==> config.mk <==
export PLATFORM = sky130hd
export DESIGN_NAME = sdp_debug_port
export DESIGN_NICKNAME = d
export VERILOG_FILES = /design/src/rtl/sdp_pkg.sv /design/src/rtl/sdp_debug_port.sv
export SDC_FILE = /design/constraint.sdc
export NUM_CORES = 1
export LEC_CHECK = 0
export BUFFER_PORTS_ARGS = -buffer_cell sky130_fd_sc_hd__buf_2
export CAP_MARGIN = 10
export CELL_PAD_IN_SITES_DETAIL_PLACEMENT = 2
export CELL_PAD_IN_SITES_GLOBAL_PLACEMENT = 2
export CORE_MARGIN = 3
export CORE_UTILIZATION = 37
export CTS_CLUSTER_DIAMETER = 40
export DETAILED_ROUTE_END_ITERATION = 8
export MAX_ROUTING_LAYER = met4
export PLACE_DENSITY = 0.93
export RECOVER_POWER = 25
export SYNTH_ARGS = -nofsm -noshare
export SYNTH_HDL_FRONTEND = slang
export SYNTH_SLANG_ARGS = --single-unit
==> constraint.sdc <==
create_clock -name aclk -period 5.6 [get_ports aclk]
set_clock_uncertainty 0.1 [all_clocks]
set_input_delay 0.84 -clock aclk [delete_from_list [all_inputs] [get_ports aclk]]
set_output_delay 0.84 -clock aclk [all_outputs]
set_load 0.05 [all_outputs]
==> src/rtl/sdp_pkg.sv <==
// Constants, register map and state types for the single-pin debug port.
// Assumes one 25 MHz system clock and an AXI4-Lite master for software access.
package sdp_pkg;
    // Register byte addresses
    localparam logic [7:0]  A_OPT        = 8'h00;
    localparam logic [7:0]  A_PERIOD     = 8'h04;
    localparam logic [7:0]  A_STAT       = 8'h08;
    localparam logic [7:0]  A_RTC        = 8'h0c;
    localparam logic [7:0]  A_CTRL       = 8'h10;
    localparam logic [1:0]  RESP_OK      = 2'h0;
    localparam logic [1:0]  RESP_DEC     = 2'h3;
    // Option byte, erased value
    localparam logic [7:0]  OPT_RESET    = 8'hff;
    localparam int          OPT_RP_BIT   = 2;
    // Control and status byte fields
    localparam int          CTL_DBG      = 7;
    localparam int          CTL_BRK      = 6;
    localparam int          CTL_ACK      = 5;
    // Command bytes
    localparam logic [7:0]  CMD_REV      = 8'h00;
    localparam logic [7:0]  CMD_RSVD     = 8'h01;
    localparam logic [7:0]  CMD_STAT     = 8'h02;
    localparam logic [7:0]  CMD_RTC      = 8'h03;
    localparam logic [7:0]  CMD_WCTL     = 8'h04;
    localparam logic [7:0]  CMD_RCTL     = 8'h05;
    localparam logic [7:0]  CMD_WPC      = 8'h06;
    localparam logic [7:0]  CMD_RPC      = 8'h07;
    localparam logic [7:0]  CMD_WREG     = 8'h08;
    localparam logic [7:0]  CMD_RREG     = 8'h09;
    localparam logic [7:0]  ACK_CHAR     = 8'hff;
    localparam logic [15:0] RTC_MAX      = 16'hffff;
    // Revision value is arbitrary
    localparam logic [15:0] REVISION     = 16'h0100;
    // Flash control register window, values arbitrary
    localparam logic [11:0] FLASH_LO     = 12'hff8;
    localparam logic [11:0] FLASH_HI     = 12'hffb;
    localparam logic [11:0] FLASH_CTRL   = 12'hff8;
    localparam logic [7:0]  MASS_ERASE   = 8'h63;
    // Bit timing: pin rate at most clock/4
    localparam int          CLK_HZ       = 25_000_000;
    localparam int          BAUD         = 115_200;
    localparam int          PIN_CLK_DIV  = 4;
    localparam logic [15:0] PERIOD_MIN   = 16'(PIN_CLK_DIV);
    localparam logic [15:0] PERIOD_RESET = 16'(CLK_HZ / BAUD);
    localparam logic [3:0]  FRAME_LAST   = 4'h9;

    typedef enum logic [2:0] {
        L_IDLE = 3'b001,
        L_RX   = 3'b010,
        L_TX   = 3'b100
    } sdp_link_e;

    typedef enum logic [3:0] {
        C_CMD   = 4'b0001,
        C_ARGS  = 4'b0010,
        C_FETCH = 4'b0100,
        C_REPLY = 4'b1000
    } sdp_cmd_e;

    typedef struct packed {
        sdp_link_e   lst;
        sdp_cmd_e    cst;
        logic        sync1;
        logic        sync2;
        logic        rx_prev;
        logic [15:0] timer;
        logic [3:0]  bitn;
        logic [9:0]  shreg;
        logic        pin_oe;
        logic [7:0]  cmd;
        logic [1:0]  argn;
        logic [23:0] args;
        logic [1:0]  replyn;
        logic [15:0] reply;
        logic        ack_pend;
        logic        dbg;
        logic        bp_en;
        logic        ack_en;
        logic [15:0] rtc;
        logic [7:0]  option;
        logic [15:0] period;
        logic        aw_got;
        logic        w_got;
        logic [7:0]  awaddr;
        logic [31:0] wdata;
        logic [3:0]  wstrb;
        logic        bvalid;
        logic [1:0]  bresp;
        logic        rvalid;
        logic [1:0]  rresp;
        logic [31:0] rdata;
        logic        pc_wr;
        logic [15:0] pc_wdata;
        logic        reg_wr;
        logic [11:0] reg_addr;
        logic [7:0]  reg_wdata;
    } sdp_state_s;
endpackage : sdp_pkg

==> src/rtl/sdp_debug_port.sv <==
// Single-pin debug unit: serial command decoder, runtime counter, AXI4-Lite registers.
// Assumes an external pull-up on the pin and a core that honours pc/reg strobes.
`timescale 1ns/1ps
// Behaviour
// - One open-drain pin carries both directions of the debug link.
// - Half duplex: no reception while the device transmits.
// - Characters use start bit, eight data bits LSB first, stop bit.
// - A watchpoint enters debug mode and sets the debug-mode flag.
// - Sixteen-bit runtime counter advances each clock outside debug mode.
// - Counter starts on debug exit, stops on re-entry or at all ones.
// - Host controls the unit only through received command bytes.
// - Outside debug mode only revision, status, control write and read run.
// - In debug mode all defined commands run except those refused under protection; code 01 is reserved.
// - Status and control reads work in any mode and under protection.
// - Under protection a control write cannot clear the debug-mode flag.
// - Under protection program counter reads/writes and register reads are refused.
// - Under protection register writes reach only flash control registers.
// - Under protection flash control accepts only the mass-erase value.
// - Option byte bit 2 low turns protection on; erased high is open.
// - With acknowledge enabled, a watchpoint or an enabled breakpoint sends FF to host.
// - Status byte MSB reads one in debug mode, zero otherwise.
module sdp_debug_port (
    input  wire logic        aclk,
    input  wire logic        aresetn,
    input  wire logic [7:0]  s_axi_awaddr,
    input  wire logic        s_axi_awvalid,
    output logic             s_axi_awready,
    input  wire logic [31:0] s_axi_wdata,
    input  wire logic [3:0]  s_axi_wstrb,
    input  wire logic        s_axi_wvalid,
    output logic             s_axi_wready,
    output logic [1:0]       s_axi_bresp,
    output logic             s_axi_bvalid,
    input  wire logic        s_axi_bready,
    input  wire logic [7:0]  s_axi_araddr,
    input  wire logic        s_axi_arvalid,
    output logic             s_axi_arready,
    output logic [31:0]      s_axi_rdata,
    output logic [1:0]       s_axi_rresp,
    output logic             s_axi_rvalid,
    input  wire logic        s_axi_rready,
    input  wire logic        debug_serial_pin_i,
    output logic             debug_serial_pin_o,
    output logic             debug_serial_pin_oe,
    input  wire logic        watchpoint_hit,
    input  wire logic        breakpoint_hit,
    output logic             debug_mode_flag,
    output logic             pc_wr,
    output logic [15:0]      pc_wdata,
    input  wire logic [15:0] pc_rdata,
    output logic             reg_wr,
    output logic [11:0]      reg_addr,
    output logic [7:0]       reg_wdata,
    input  wire logic [7:0]  reg_rdata
);
    sdp_pkg::sdp_state_s s;
    sdp_pkg::sdp_state_s n;
    logic        rp;
    logic        rx_done;
    logic [7:0]  rx_byte;
    logic        tx_go;
    logic [7:0]  tx_byte;
    logic        exec;
    logic [15:0] per;
    logic [7:0]  stat_byte;
    logic [7:0]  ctrl_byte;

    function automatic logic [1:0] argc(input logic [7:0] c);
        case (c)
            sdp_pkg::CMD_WCTL: argc = 2'h1;
            sdp_pkg::CMD_WPC:  argc = 2'h2;
            sdp_pkg::CMD_RREG: argc = 2'h2;
            sdp_pkg::CMD_WREG: argc = 2'h3;
            default:           argc = 2'h0;
        endcase
    endfunction : argc

    function automatic logic [1:0] repc(input logic [7:0] c);
        case (c)
            sdp_pkg::CMD_REV:  repc = 2'h2;
            sdp_pkg::CMD_RTC:  repc = 2'h2;
            sdp_pkg::CMD_RPC:  repc = 2'h2;
            sdp_pkg::CMD_STAT: repc = 2'h1;
            sdp_pkg::CMD_RCTL: repc = 2'h1;
            sdp_pkg::CMD_RREG: repc = 2'h1;
            default:           repc = 2'h0;
        endcase
    endfunction : repc

    function automatic logic allowed(input logic [7:0] c, input logic dm, input logic prot);
        if (!dm)
            allowed = (c == sdp_pkg::CMD_REV) || (c == sdp_pkg::CMD_STAT)
                   || (c == sdp_pkg::CMD_WCTL) || (c == sdp_pkg::CMD_RCTL);
        else
            allowed = (c != sdp_pkg::CMD_RSVD) && (c <= sdp_pkg::CMD_RREG)
                   && !(prot && ((c == sdp_pkg::CMD_WPC) || (c == sdp_pkg::CMD_RPC)
                   || (c == sdp_pkg::CMD_RREG)));
    endfunction : allowed

    assign rp = !s.option[sdp_pkg::OPT_RP_BIT];
    assign stat_byte = {s.dbg, 1'h0, rp, 5'h00};
    assign ctrl_byte = {s.dbg, s.bp_en, s.ack_en, 5'h00};
    assign rx_byte = s.shreg[9:2];

    always_comb
    begin
        n = s;
        rx_done = 1'h0;
        tx_go = 1'h0;
        tx_byte = 8'h00;
        exec = 1'h0;
        per = s.period;
        n.pc_wr = 1'h0;
        n.reg_wr = 1'h0;
        // Two-flop synchroniser, edge seen after it
        n.sync1 = debug_serial_pin_i;
        n.sync2 = s.sync1;
        n.rx_prev = s.sync2;

        unique case (s.lst)
            sdp_pkg::L_IDLE:
            begin
                if (s.rx_prev && !s.sync2)
                begin
                    n.lst = sdp_pkg::L_RX;
                    n.timer = {1'h0, s.period[15:1]};
                    n.bitn = 4'h0;
                end
            end
            sdp_pkg::L_RX:
            begin
                if (s.timer == 16'h0000)
                begin
                    n.timer = s.period;
                    n.bitn = s.bitn + 4'h1;
                    n.shreg = {s.sync2, s.shreg[9:1]};
                    // Glitch start or bad stop drops the frame
                    if (s.bitn == 4'h0 && s.sync2)
                        n.lst = sdp_pkg::L_IDLE;
                    else if (s.bitn == sdp_pkg::FRAME_LAST)
                    begin
                        n.lst = sdp_pkg::L_IDLE;
                        rx_done = s.sync2;
                    end
                end
                else
                    n.timer = s.timer - 16'h0001;
            end
            sdp_pkg::L_TX:
            begin
                if (s.timer != 16'h0000)
                    n.timer = s.timer - 16'h0001;
                else if (s.bitn == sdp_pkg::FRAME_LAST)
                    n.lst = sdp_pkg::L_IDLE;
                else
                begin
                    n.timer = s.period;
                    n.bitn = s.bitn + 4'h1;
                    n.shreg = {1'h1, s.shreg[9:1]};
                end
            end
        endcase

        unique case (s.cst)
            sdp_pkg::C_CMD:
            begin
                if (rx_done)
                begin
                    n.cmd = rx_byte;
                    n.argn = argc(rx_byte);
                    if (argc(rx_byte) == 2'h0)
                        exec = 1'h1;
                    else
                        n.cst = sdp_pkg::C_ARGS;
                end
            end
            sdp_pkg::C_ARGS:
            begin
                if (rx_done)
                begin
                    n.args = {s.args[15:0], rx_byte};
                    n.argn = s.argn - 2'h1;
                    exec = (s.argn == 2'h1);
                end
            end
            sdp_pkg::C_FETCH:
            begin
                n.reply = {reg_rdata, 8'h00};
                n.cst = sdp_pkg::C_REPLY;
            end
            sdp_pkg::C_REPLY:
            begin
                if (s.replyn == 2'h0)
                    n.cst = sdp_pkg::C_CMD;
            end
        endcase

        if (exec)
        begin
            // Refused commands reply with zeros only
            n.replyn = repc(n.cmd);
            n.reply = 16'h0000;
            n.cst = (repc(n.cmd) != 2'h0) ? sdp_pkg::C_REPLY : sdp_pkg::C_CMD;
            if (allowed(n.cmd, s.dbg, rp))
            begin
                case (n.cmd)
                    sdp_pkg::CMD_REV:  n.reply = sdp_pkg::REVISION;
                    sdp_pkg::CMD_STAT: n.reply = {stat_byte, 8'h00};
                    sdp_pkg::CMD_RCTL: n.reply = {ctrl_byte, 8'h00};
                    sdp_pkg::CMD_RTC:  n.reply = s.rtc;
                    sdp_pkg::CMD_RPC:  n.reply = pc_rdata;
                    sdp_pkg::CMD_WCTL:
                    begin
                        n.dbg = n.args[sdp_pkg::CTL_DBG] || (rp && s.dbg);
                        n.bp_en = n.args[sdp_pkg::CTL_BRK];
                        n.ack_en = n.args[sdp_pkg::CTL_ACK];
                    end
                    sdp_pkg::CMD_WPC:
                    begin
                        n.pc_wr = 1'h1;
                        n.pc_wdata = n.args[15:0];
                    end
                    sdp_pkg::CMD_WREG:
                    begin
                        n.reg_addr = n.args[19:8];
                        n.reg_wdata = n.args[7:0];
                        // Flash window and mass erase only
                        n.reg_wr = !rp || ((n.args[19:8] >= sdp_pkg::FLASH_LO)
                                && (n.args[19:8] <= sdp_pkg::FLASH_HI)
                                && ((n.args[19:8] != sdp_pkg::FLASH_CTRL)
                                || (n.args[7:0] == sdp_pkg::MASS_ERASE)));
                    end
                    sdp_pkg::CMD_RREG:
                    begin
                        n.reg_addr = n.args[11:0];
                        n.cst = sdp_pkg::C_FETCH;
                    end
                    default: n.reply = 16'h0000;
                endcase
            end
        end

        // Transmit only when the link is quiet
        if (s.lst == sdp_pkg::L_IDLE && n.lst == sdp_pkg::L_IDLE)
        begin
            if (s.cst == sdp_pkg::C_CMD && n.cst == sdp_pkg::C_CMD && s.ack_pend)
            begin
                tx_go = 1'h1;
                tx_byte = sdp_pkg::ACK_CHAR;
                n.ack_pend = 1'h0;
            end
            else if (s.cst == sdp_pkg::C_REPLY && s.replyn != 2'h0)
            begin
                tx_go = 1'h1;
                tx_byte = s.reply[15:8];
                n.reply = {s.reply[7:0], 8'h00};
                n.replyn = s.replyn - 2'h1;
            end
        end
        if (tx_go)
        begin
            // Start bit low, stop bit high
            n.lst = sdp_pkg::L_TX;
            n.shreg = {1'h1, tx_byte, 1'h0};
            n.bitn = 4'h0;
            n.timer = s.period;
        end
        // Pull low for zero, release for one
        n.pin_oe = (n.lst == sdp_pkg::L_TX) && !n.shreg[0];

        // Halt events win over a clearing write
        if (watchpoint_hit || (breakpoint_hit && s.bp_en))
        begin
            n.dbg = 1'h1;
            if (s.ack_en)
                n.ack_pend = 1'h1;
        end
        // Restart on exit, saturate at all ones
        if (s.dbg && !n.dbg)
            n.rtc = 16'h0000;
        else if (!s.dbg && s.rtc != sdp_pkg::RTC_MAX)
            n.rtc = s.rtc + 16'h0001;

        // Write channel: address and data in either order
        if (s.bvalid && s_axi_bready)
            n.bvalid = 1'h0;
        if (s_axi_awvalid && s_axi_awready)
        begin
            n.aw_got = 1'h1;
            n.awaddr = s_axi_awaddr;
        end
        if (s_axi_wvalid && s_axi_wready)
        begin
            n.w_got = 1'h1;
            n.wdata = s_axi_wdata;
            n.wstrb = s_axi_wstrb;
        end
        if (s.aw_got && s.w_got)
        begin
            n.aw_got = 1'h0;
            n.w_got = 1'h0;
            n.bvalid = 1'h1;
            n.bresp = sdp_pkg::RESP_OK;
            if (s.wstrb[0])
                per[7:0] = s.wdata[7:0];
            if (s.wstrb[1])
                per[15:8] = s.wdata[15:8];
            case (s.awaddr)
                sdp_pkg::A_OPT:
                begin
                    if (s.wstrb[0])
                        n.option = s.wdata[7:0];
                end
                // Clamped so the pin never beats clock/4
                sdp_pkg::A_PERIOD: n.period = (per < sdp_pkg::PERIOD_MIN)
                                              ? sdp_pkg::PERIOD_MIN : per;
                sdp_pkg::A_STAT, sdp_pkg::A_RTC, sdp_pkg::A_CTRL: n.bresp = sdp_pkg::RESP_OK;
                default: n.bresp = sdp_pkg::RESP_DEC;
            endcase
        end
        if (s.rvalid && s_axi_rready)
            n.rvalid = 1'h0;
        if (s_axi_arvalid && !s.rvalid)
        begin
            n.rvalid = 1'h1;
            n.rresp = sdp_pkg::RESP_OK;
            n.rdata = 32'h0000_0000;
            case (s_axi_araddr)
                sdp_pkg::A_OPT:    n.rdata[7:0] = s.option;
                sdp_pkg::A_PERIOD: n.rdata[15:0] = s.period;
                sdp_pkg::A_STAT:   n.rdata[7:0] = stat_byte;
                sdp_pkg::A_RTC:    n.rdata[15:0] = s.rtc;
                sdp_pkg::A_CTRL:   n.rdata[7:0] = ctrl_byte;
                default:           n.rresp = sdp_pkg::RESP_DEC;
            endcase
        end
    end

    always_ff @(posedge aclk)
    begin
        if (!aresetn)
        begin
            s <= '0;
            s.lst <= sdp_pkg::L_IDLE;
            s.cst <= sdp_pkg::C_CMD;
            s.sync1 <= 1'h1;
            s.sync2 <= 1'h1;
            s.rx_prev <= 1'h1;
            s.option <= sdp_pkg::OPT_RESET;
            s.period <= sdp_pkg::PERIOD_RESET;
        end
        else
            s <= n;
    end

    assign s_axi_awready = !s.aw_got && !s.bvalid;
    assign s_axi_wready = !s.w_got && !s.bvalid;
    assign s_axi_bvalid = s.bvalid;
    assign s_axi_bresp = s.bresp;
    assign s_axi_arready = !s.rvalid;
    assign s_axi_rvalid = s.rvalid;
    assign s_axi_rresp = s.rresp;
    assign s_axi_rdata = s.rdata;
    assign debug_serial_pin_o = 1'h0;
    assign debug_serial_pin_oe = s.pin_oe;
    assign debug_mode_flag = s.dbg;
    assign pc_wr = s.pc_wr;
    assign pc_wdata = s.pc_wdata;
    assign reg_wr = s.reg_wr;
    assign reg_addr = s.reg_addr;
    assign reg_wdata = s.reg_wdata;
endmodule : sdp_debug_port

==> metrics.log, run 1 <==
INFO  metric worst_ep_arrival_time = around 4.5 ns
INFO  metric grt-ovfl-total = 0
INFO  metric synth_top_cell_by_area = dfxtp_1
INFO  metric critPathMaxStageDelay = 1.63 ns
INFO  metric share_seq_of_total_power = 37.0%
INFO  metric total_die_area = 33300 um2
INFO  metric critical_path_class = in2reg
INFO  metric n_fill_cell = around 3300
INFO  metric path_cells = clkbuf_1 -> clkinvlp_2 -> clkbuf_2 -> a211oi_1
INFO  metric worstSetupStartpointType = input port
INFO  metric drc = 0
INFO  metric muxShareOfSynthArea = 5.19%
INFO  metric synth_common_cells = 219 x dfxtp_1, 188 x nand2_1, 122 x nor2_1
INFO  metric cp.depth = 4
INFO  metric clockBufferDepth = 3
INFO  metric place.port_buffers = 132
INFO  metric tns = 0 ns
INFO  metric synth_top_family_by_area = simple AND/OR/NAND/NOR gates
INFO  metric final_antenna_net_count = 0
INFO  metric post_route_cells_drive_above_1_share = 13.7%
INFO  metric synth.yosys.seq_area_share = 38.1%
INFO  metric grt_max_degree = 89
INFO  metric setup_viol_count_final = 0
INFO  metric critPathBufInv = 3
INFO  metric cts_inserted_buffers = 37
INFO  metric postCtsSetupBuffers = 0
INFO  metric postCtsHoldBufs = 0
INFO  metric clk_latency = 0.55 ns
INFO  metric hold_viol = 0
INFO  metric design.core.area = 30200 um2
INFO  metric start_util = a little under two fifths
INFO  metric ys_async_sr_fraction = 0%
INFO  metric yosys_warnings = 0
INFO  metric powerDensity = 339 nW/um2
INFO  metric dp_hpwl = 33.0 mm
INFO  metric gr-usage-all-layers = 34.3%
INFO  metric synth-adder-area-share = less than 1%
INFO  metric first_pass_iters = 5
INFO  metric via_per_inst = 6.56
INFO  metric failed_checks = max-capacitance violations, max-slew violations
INFO  metric synth_enable_flop_cells = 0
INFO  metric yosysMostFrequentCell = dfxtp_1
INFO  metric syn-cell-area = 11500 um2
INFO  metric ff2ff_path_depth = 9
INFO  metric ports_placed_on_the_boundary = 168
INFO  metric result_of_the_run = complete, but fails checks
INFO  metric route.detailed.wl_per_inst = 30.7 um
INFO  metric power_leakage = 5.03 nW
INFO  metric die_w = 182 um
INFO  metric crit_family = buffers and inverters
INFO  metric cp-end-kind = flop
INFO  metric num_vias = between 10000 and 15000
INFO  metric p_comb_share = 9.6%
INFO  metric antenna_found_initial = 0
INFO  metric synth_cells = between 1000 and 1500
INFO  metric number_of_rows_in_the_core_area = 63
INFO  metric slew_viol_final = 50
INFO  metric post_synth_and_or_nand_nor_area_fraction = 24.6%
INFO  metric synth_top_flop_cell = dfxtp_1
INFO  metric ctsRootBufferMaster = clkbuf_16
INFO  metric min_delay_path_depth = 1
INFO  metric fin_crit_sh = 75.6%
INFO  metric netsw = roughly 0.0013 W
INFO  metric tightestPinTransition = 2.13 ns
INFO  metric achievable-frequency = 0.236 GHz
INFO  metric drt-initial-drc-count = 1263
INFO  metric clockPowerShare = 53.5%
INFO  metric synth_compound_area_share = between 20% and 30%
INFO  metric synth.top_cell.area_share = 38.1%
INFO  metric tritoncts = done
INFO  metric tritoncts_num_sinks = 219
INFO  metric cap_viol_max_count = 1
INFO  metric headroom_to_the_max_slew_limit = -42.8%
INFO  metric fin_crit = 4.23 ns
INFO  metric synth_cell_type_count = 92
INFO  metric hold_removal_path_class = reg2reg
INFO  metric peakVddDrop = between 0.2 and 0.3 mV
INFO  metric htreeDepth = 2
INFO  metric totalPowerFinal = between 0.004 and 0.005 W
INFO  metric power.switching_fraction = 29.6%
INFO  metric synthesis.area_per_instance = between 8 and 9 um2
INFO  metric synthesis_to_finish_area_growth = 13.7%
INFO  metric synth_seq_cells = about 220
INFO  metric first_global_vias = 13500
INFO  metric grt_setup_unrepaired = false
INFO  metric number_of_diodes = 0
INFO  metric gp_routability_congestion = 0.931
INFO  metric drt_wl_total = 57.7 mm
INFO  metric design.final.nets = 1552
INFO  metric synth_area_leaders = dfxtp_1 38%, nand2_1 6.1%, buf_4 4.9%, a21oi_1 4.7%, mux2i_1 4.1%
INFO  metric post_synth_xor_area_fraction = under 10%
INFO  metric die-height = 182 um
INFO  metric critPathSlowestCell = clkinvlp_2
INFO  metric crit_required = about 6 ns
INFO  metric grt_pass1_wl = about 87 mm
INFO  metric cts.reportedPaths.clkPinSlew = around 0.060 ns
INFO  metric cellInternalPower = 0.00313 W
INFO  metric crit_path_max_fanout = 63
INFO  metric cts_repair_resize_count = 0
==> cell families after synthesis <==
| group | Yosys count |
|---|---|
| adder cells (fa/ha/maj) | 7 |
| AO/OA/AOI/OAI | 370 |
| flip-flops | 219 |
| buffers and inverters | 182 |
| multiplexers | 58 |
| XOR/XNOR | 20 |
| AND/OR/NAND/NOR | 559 |
| other | 1 |
==> registers in the layout, indices dropped and copies added, names as in the netlist <==
signal / flops
ctrl_byte: 2
rx_byte: 8
pc_wr: 1
s_axi_rdata: 16
s_axi_bvalid: 1
s: 147
debug_serial_pin_oe: 1
s_axi_bresp: 1
s_axi_rresp: 1
reg_wdata: 8
pc_wdata: 16
s_axi_rvalid: 1
reg_wr: 1
reg_addr: 12
n: 2
debug_mode_flag: 1
==> routing by layer <==
layer  up-vias  global-route usage (%)  share of wire (%)
li1       5110                       -                  -
met1      6181                    38.6                 38
met2       749                    57.9                 49
met3       277                    5.60                6.7
met4         0                    19.0                6.2
met5         -                       -                  0
==> metrics by stage <==
stage                     util, %  instances  setup slack [ns]  hold slack [ns]  area [um2]
after floorplan                 -       1432              2.95            0.286       11600
after global placement       39.5       1809              2.05            0.301       11900
after detailed placement     39.5       1809              1.94            0.310       11900
after CTS                    43.6       1876              1.57            0.321       13200
after global routing         43.4       1877              1.19            0.357       13100
final                        43.4       1877              1.37            0.311       13100
==> power by group through the flow <==
| stage | clock network (W) | registers [W] | logic (W) |
|---|---|---|---|
| 6_report | 0.00238 | 0.00164 | 0.000426 |
| 5_1_grt | 0.00245 | 0.00164 | 0.000446 |
| 4_1_cts | 0.00238 | 0.00164 | 0.000417 |
| 3_5_place_dp | 0 | 0.00167 | 0.000383 |
| 3_3_place_gp | 0 | 0.00166 | 0.000363 |
| 2_1_floorplan | 0 | 0.00165 | 0.000288 |
==> cells in the final DEF, fill, tap and decap left out, drive strengths merged, types with 11 or more instances in the layout <==
master  synthesis  layout
a21oi         111     111
a221oi         17      17
a22o           17      17
a22oi          27      27
and3           13      13
buf           108      85
clkbuf         49     107
conb            1      17
dfxtp         219     219
inv            25      33
mux2           11      11
mux2i          47      47
nand2         189     189
nand2b         28      28
nand3          41      41
nand4          16      16
nor2          126     126
nor2b          11      11
nor3           50      50
nor4           18      18
o21ai          97      97
o22a           11      11
o311ai         13      13
xnor2          15      15
==> worst paths after layout <==
kind / startpoint / to / slack [ns]
max: aresetn / s_axi_rvalid / 1.37
min: n[250] / n[249] / 0.31
max reg2reg: s[233] / reg_wdata[1] / 1.38
min reg2reg: n[250] / n[249] / 0.31
==> final cells by class <==
cell class / instances / area, um2 / area share [%]
clock buffer: 47 / 1030 / 7.89
clock inverter: 20 / 221 / 1.69
inverter: 25 / 95.1 / 0.726
multi-input combinational: 1031 / 6200 / 47.3
sequential: 219 / 4380 / 33.5
tap: 390 / 488 / 3.72
timing repair buffer: 145 / 682 / 5.21
No activity file was read; power rests on OpenSTA's default activity.
==> inputs of run 2 (changes only) <==
--- a/config.mk
+++ b/config.mk
@@ -10,11 +10,11 @@
 export CELL_PAD_IN_SITES_DETAIL_PLACEMENT = 2
 export CELL_PAD_IN_SITES_GLOBAL_PLACEMENT = 2
 export CORE_MARGIN = 3
-export CORE_UTILIZATION = 37
+export CORE_UTILIZATION = 31
 export CTS_CLUSTER_DIAMETER = 40
 export DETAILED_ROUTE_END_ITERATION = 8
 export MAX_ROUTING_LAYER = met4
-export PLACE_DENSITY = 0.93
+export PLACE_DENSITY = 0.84
 export RECOVER_POWER = 25
 export SYNTH_ARGS = -nofsm -noshare
 export SYNTH_HDL_FRONTEND = slang
==> constraint.sdc (replaced) <==
create_clock -name aclk -period 3.7 [get_ports aclk]
set_clock_uncertainty 0.1 [all_clocks]
set_input_delay 0.555 -clock aclk [delete_from_list [all_inputs] [get_ports aclk]]
set_output_delay 0.555 -clock aclk [all_outputs]
set_load 0.05 [all_outputs]
==> metrics.log, run 2 (same netlist as run 1, synthesis figures left out) <==
INFO  metric result_of_the_run = complete, but fails checks
INFO  metric failed_checks = max-capacitance violations
INFO  metric ff2ff_path_depth = 9
INFO  metric path_cells = inv_1 -> ha_1 -> or3b_2 -> nor3_2 -> nand3_2 -> nand3_1 -> a2bb2oi_1 -> o311ai_1 -> a21oi_1
INFO  metric ports_placed_on_the_boundary = 168
INFO  metric slew_viol_final = 0
INFO  metric clockBufferDepth = 3
INFO  metric postCtsHoldBufs = 0
INFO  metric design.core.area = around 36000 um2
INFO  metric fin_crit = about 3.4 ns
INFO  metric setup_viol_count_final = 0
INFO  metric drc = 0
INFO  metric start_util = 31.9%
INFO  metric fin_crit_sh = between 90% and 100%
INFO  metric tightestPinTransition = 1.44 ns
INFO  metric first_pass_iters = 5
INFO  metric total_die_area = 39500 um2
INFO  metric cts_repair_resize_count = 0
INFO  metric finish.cell_count_without_fillers = 1984
INFO  metric via_per_inst = 5.78
INFO  metric cap_viol_max_count = 1
INFO  metric cts.reportedPaths.clkPinSlew = 0.05 ns
INFO  metric die_w = 199 um
INFO  metric final_common_cell = dfxtp_1
INFO  metric critPathMaxStageDelay = 0.58 ns
INFO  metric gr-usage-all-layers = approximately a quarter
INFO  metric powerDensity = 519 nW/um2
INFO  metric power_leakage = 5.34 nW
INFO  metric post_route_cells_drive_above_1_share = about 17%
INFO  metric htreeDepth = 2
INFO  metric grt_pass1_wl = 73.0 mm
INFO  metric headroom_to_the_max_slew_limit = under 10%
INFO  metric clk_latency = 0.56 ns
INFO  metric largest-register = s
INFO  metric min_delay_path_depth = 2
INFO  metric route.detailed.wl_per_inst = 23.9 um
INFO  metric place.port_buffers = roughly 130
INFO  metric peakVddDrop = 0.411 mV
INFO  metric tns = 0 ns
INFO  metric antenna_found_initial = 0
INFO  metric final_cell_mix = 219 x dfxtp_1, 188 x nand2_1, 122 x nor2_1
INFO  metric drt_wl_total = 47.4 mm
INFO  metric hold_viol = 0
INFO  metric whs_endpoint = s_axi_rvalid
INFO  metric number_of_rows_in_the_core_area = 69
INFO  metric crit_required = 4.08 ns
INFO  metric gp_routability_congestion = 0.905
INFO  metric achievable-frequency = between 0.2 and 0.3 GHz
INFO  metric number_of_diodes = 0
INFO  metric tritoncts_num_sinks = roughly 220
INFO  metric worstSetupStartpointType = flop
INFO  metric tritoncts = done
INFO  metric die-height = 199 um
INFO  metric largest_register_ffs = 147
INFO  metric final_antenna_net_count = 0
INFO  metric cp-end-kind = flop
INFO  metric grt_setup_unrepaired = false
INFO  metric design.final.nets = 1584
INFO  metric critical_path_class = reg2reg
INFO  metric critPathSlowestCell = nor3_2
INFO  metric dp_hpwl = 31.3 mm
INFO  metric final_core_utilization = between 30% and 40%
INFO  metric drt-initial-drc-count = 829
INFO  metric ctsRootBufferMaster = clkbuf_16
INFO  metric crit_start = s[233]
INFO  metric grt-ovfl-total = 0
INFO  metric cts_inserted_buffers = 40
INFO  metric grt_max_degree = 64
INFO  metric postCtsSetupBuffers = 0
INFO  metric placed_instance_count = between 1500 and 2000
INFO  metric first_global_vias = approximately 12000
INFO  metric endpoint_of_the_worst_register_to_register_path = reg_addr[2]
INFO  metric crit_path_max_fanout = 12
INFO  metric hold_removal_path_class = in2reg
INFO  metric launch_instance_of_the_worst_register_to_register_path = s[233]
INFO  metric rrSetupSlack = roughly 0.31 ns
INFO  metric timing.hold.worst.start = s_axi_rready
INFO  metric worst_ep_arrival_time = approximately 3.8 ns
INFO  metric num_vias = around 11000
INFO  metric synthesis_to_finish_area_growth = 18.2%
run 2: cell types whose count changed in the layout (fill, tap and decap cells not counted), sizes merged:
cell / change
clkinv: +1
buf: +53
clkbuf: -23
inv: -4
bufinv: +4
clkinvlp: +5
run 2: layout make-up:
type,count,area [um2]
inverters,25,95.1
well taps,461,577
multi-input cells,1031,6190
clock buffers,48,1090
clock inverters,26,343
fillers,4064,22500
flip-flops and latches,219,4380
repair buffers,174,930
run 2: worst max-delay path by stage:
stage	to	slack, ns	depth (start not counted)
floorplan	s[152]	1.05	10
global placement	reg_addr[7]	0.61	9
detailed placement	s[235]	0.51	11
CTS	s[171]	0.35	10
global route	s[235]	0.07	10
finish	reg_addr[2]	0.31	9
run 2: critical path, delay by kind of cell, from the launching register on:
kind                     cells  cell delay (ns)
AO/OA/AOI/OAI                3             0.59
adder cells (fa/ha/maj)      1             0.20
buffers and inverters        1             0.09
flip-flops                   1             0.35
AND/OR/NAND/NOR              4             1.97
run 2: power by group:
part	switching, W	internal (W)	leakage (nW)
registers	0.0000655	0.00241	1.77
logic	0.000433	0.000180	2.88
clock network	0.00142	0.00256	0.686
run 2: per-stage QoR:
stage,area [um2],setup WS (ns),total power [W],hold slack [ns]
after floorplan,11600,1.05,0.00293,0.286
after global placement,12200,0.614,0.00309,0.307
after detailed placement,12200,0.508,0.00312,0.324
after CTS,13700,0.354,0.00713,0.0521
after global routing,13600,0.0652,0.00731,0.0648
final,13600,0.308,0.00707,0.0770
run 2: layer usage:
metal / vias to the layer above / share of wire (%) / GRT usage (%)
li1: 5182 / - / -
met1: 5754 / 41 / 28.1
met2: 393 / 49 / 40.7
met3: 141 / 5.4 / 4.61
met4: 0 / 4.2 / 11.1
met5: - / 0 / -
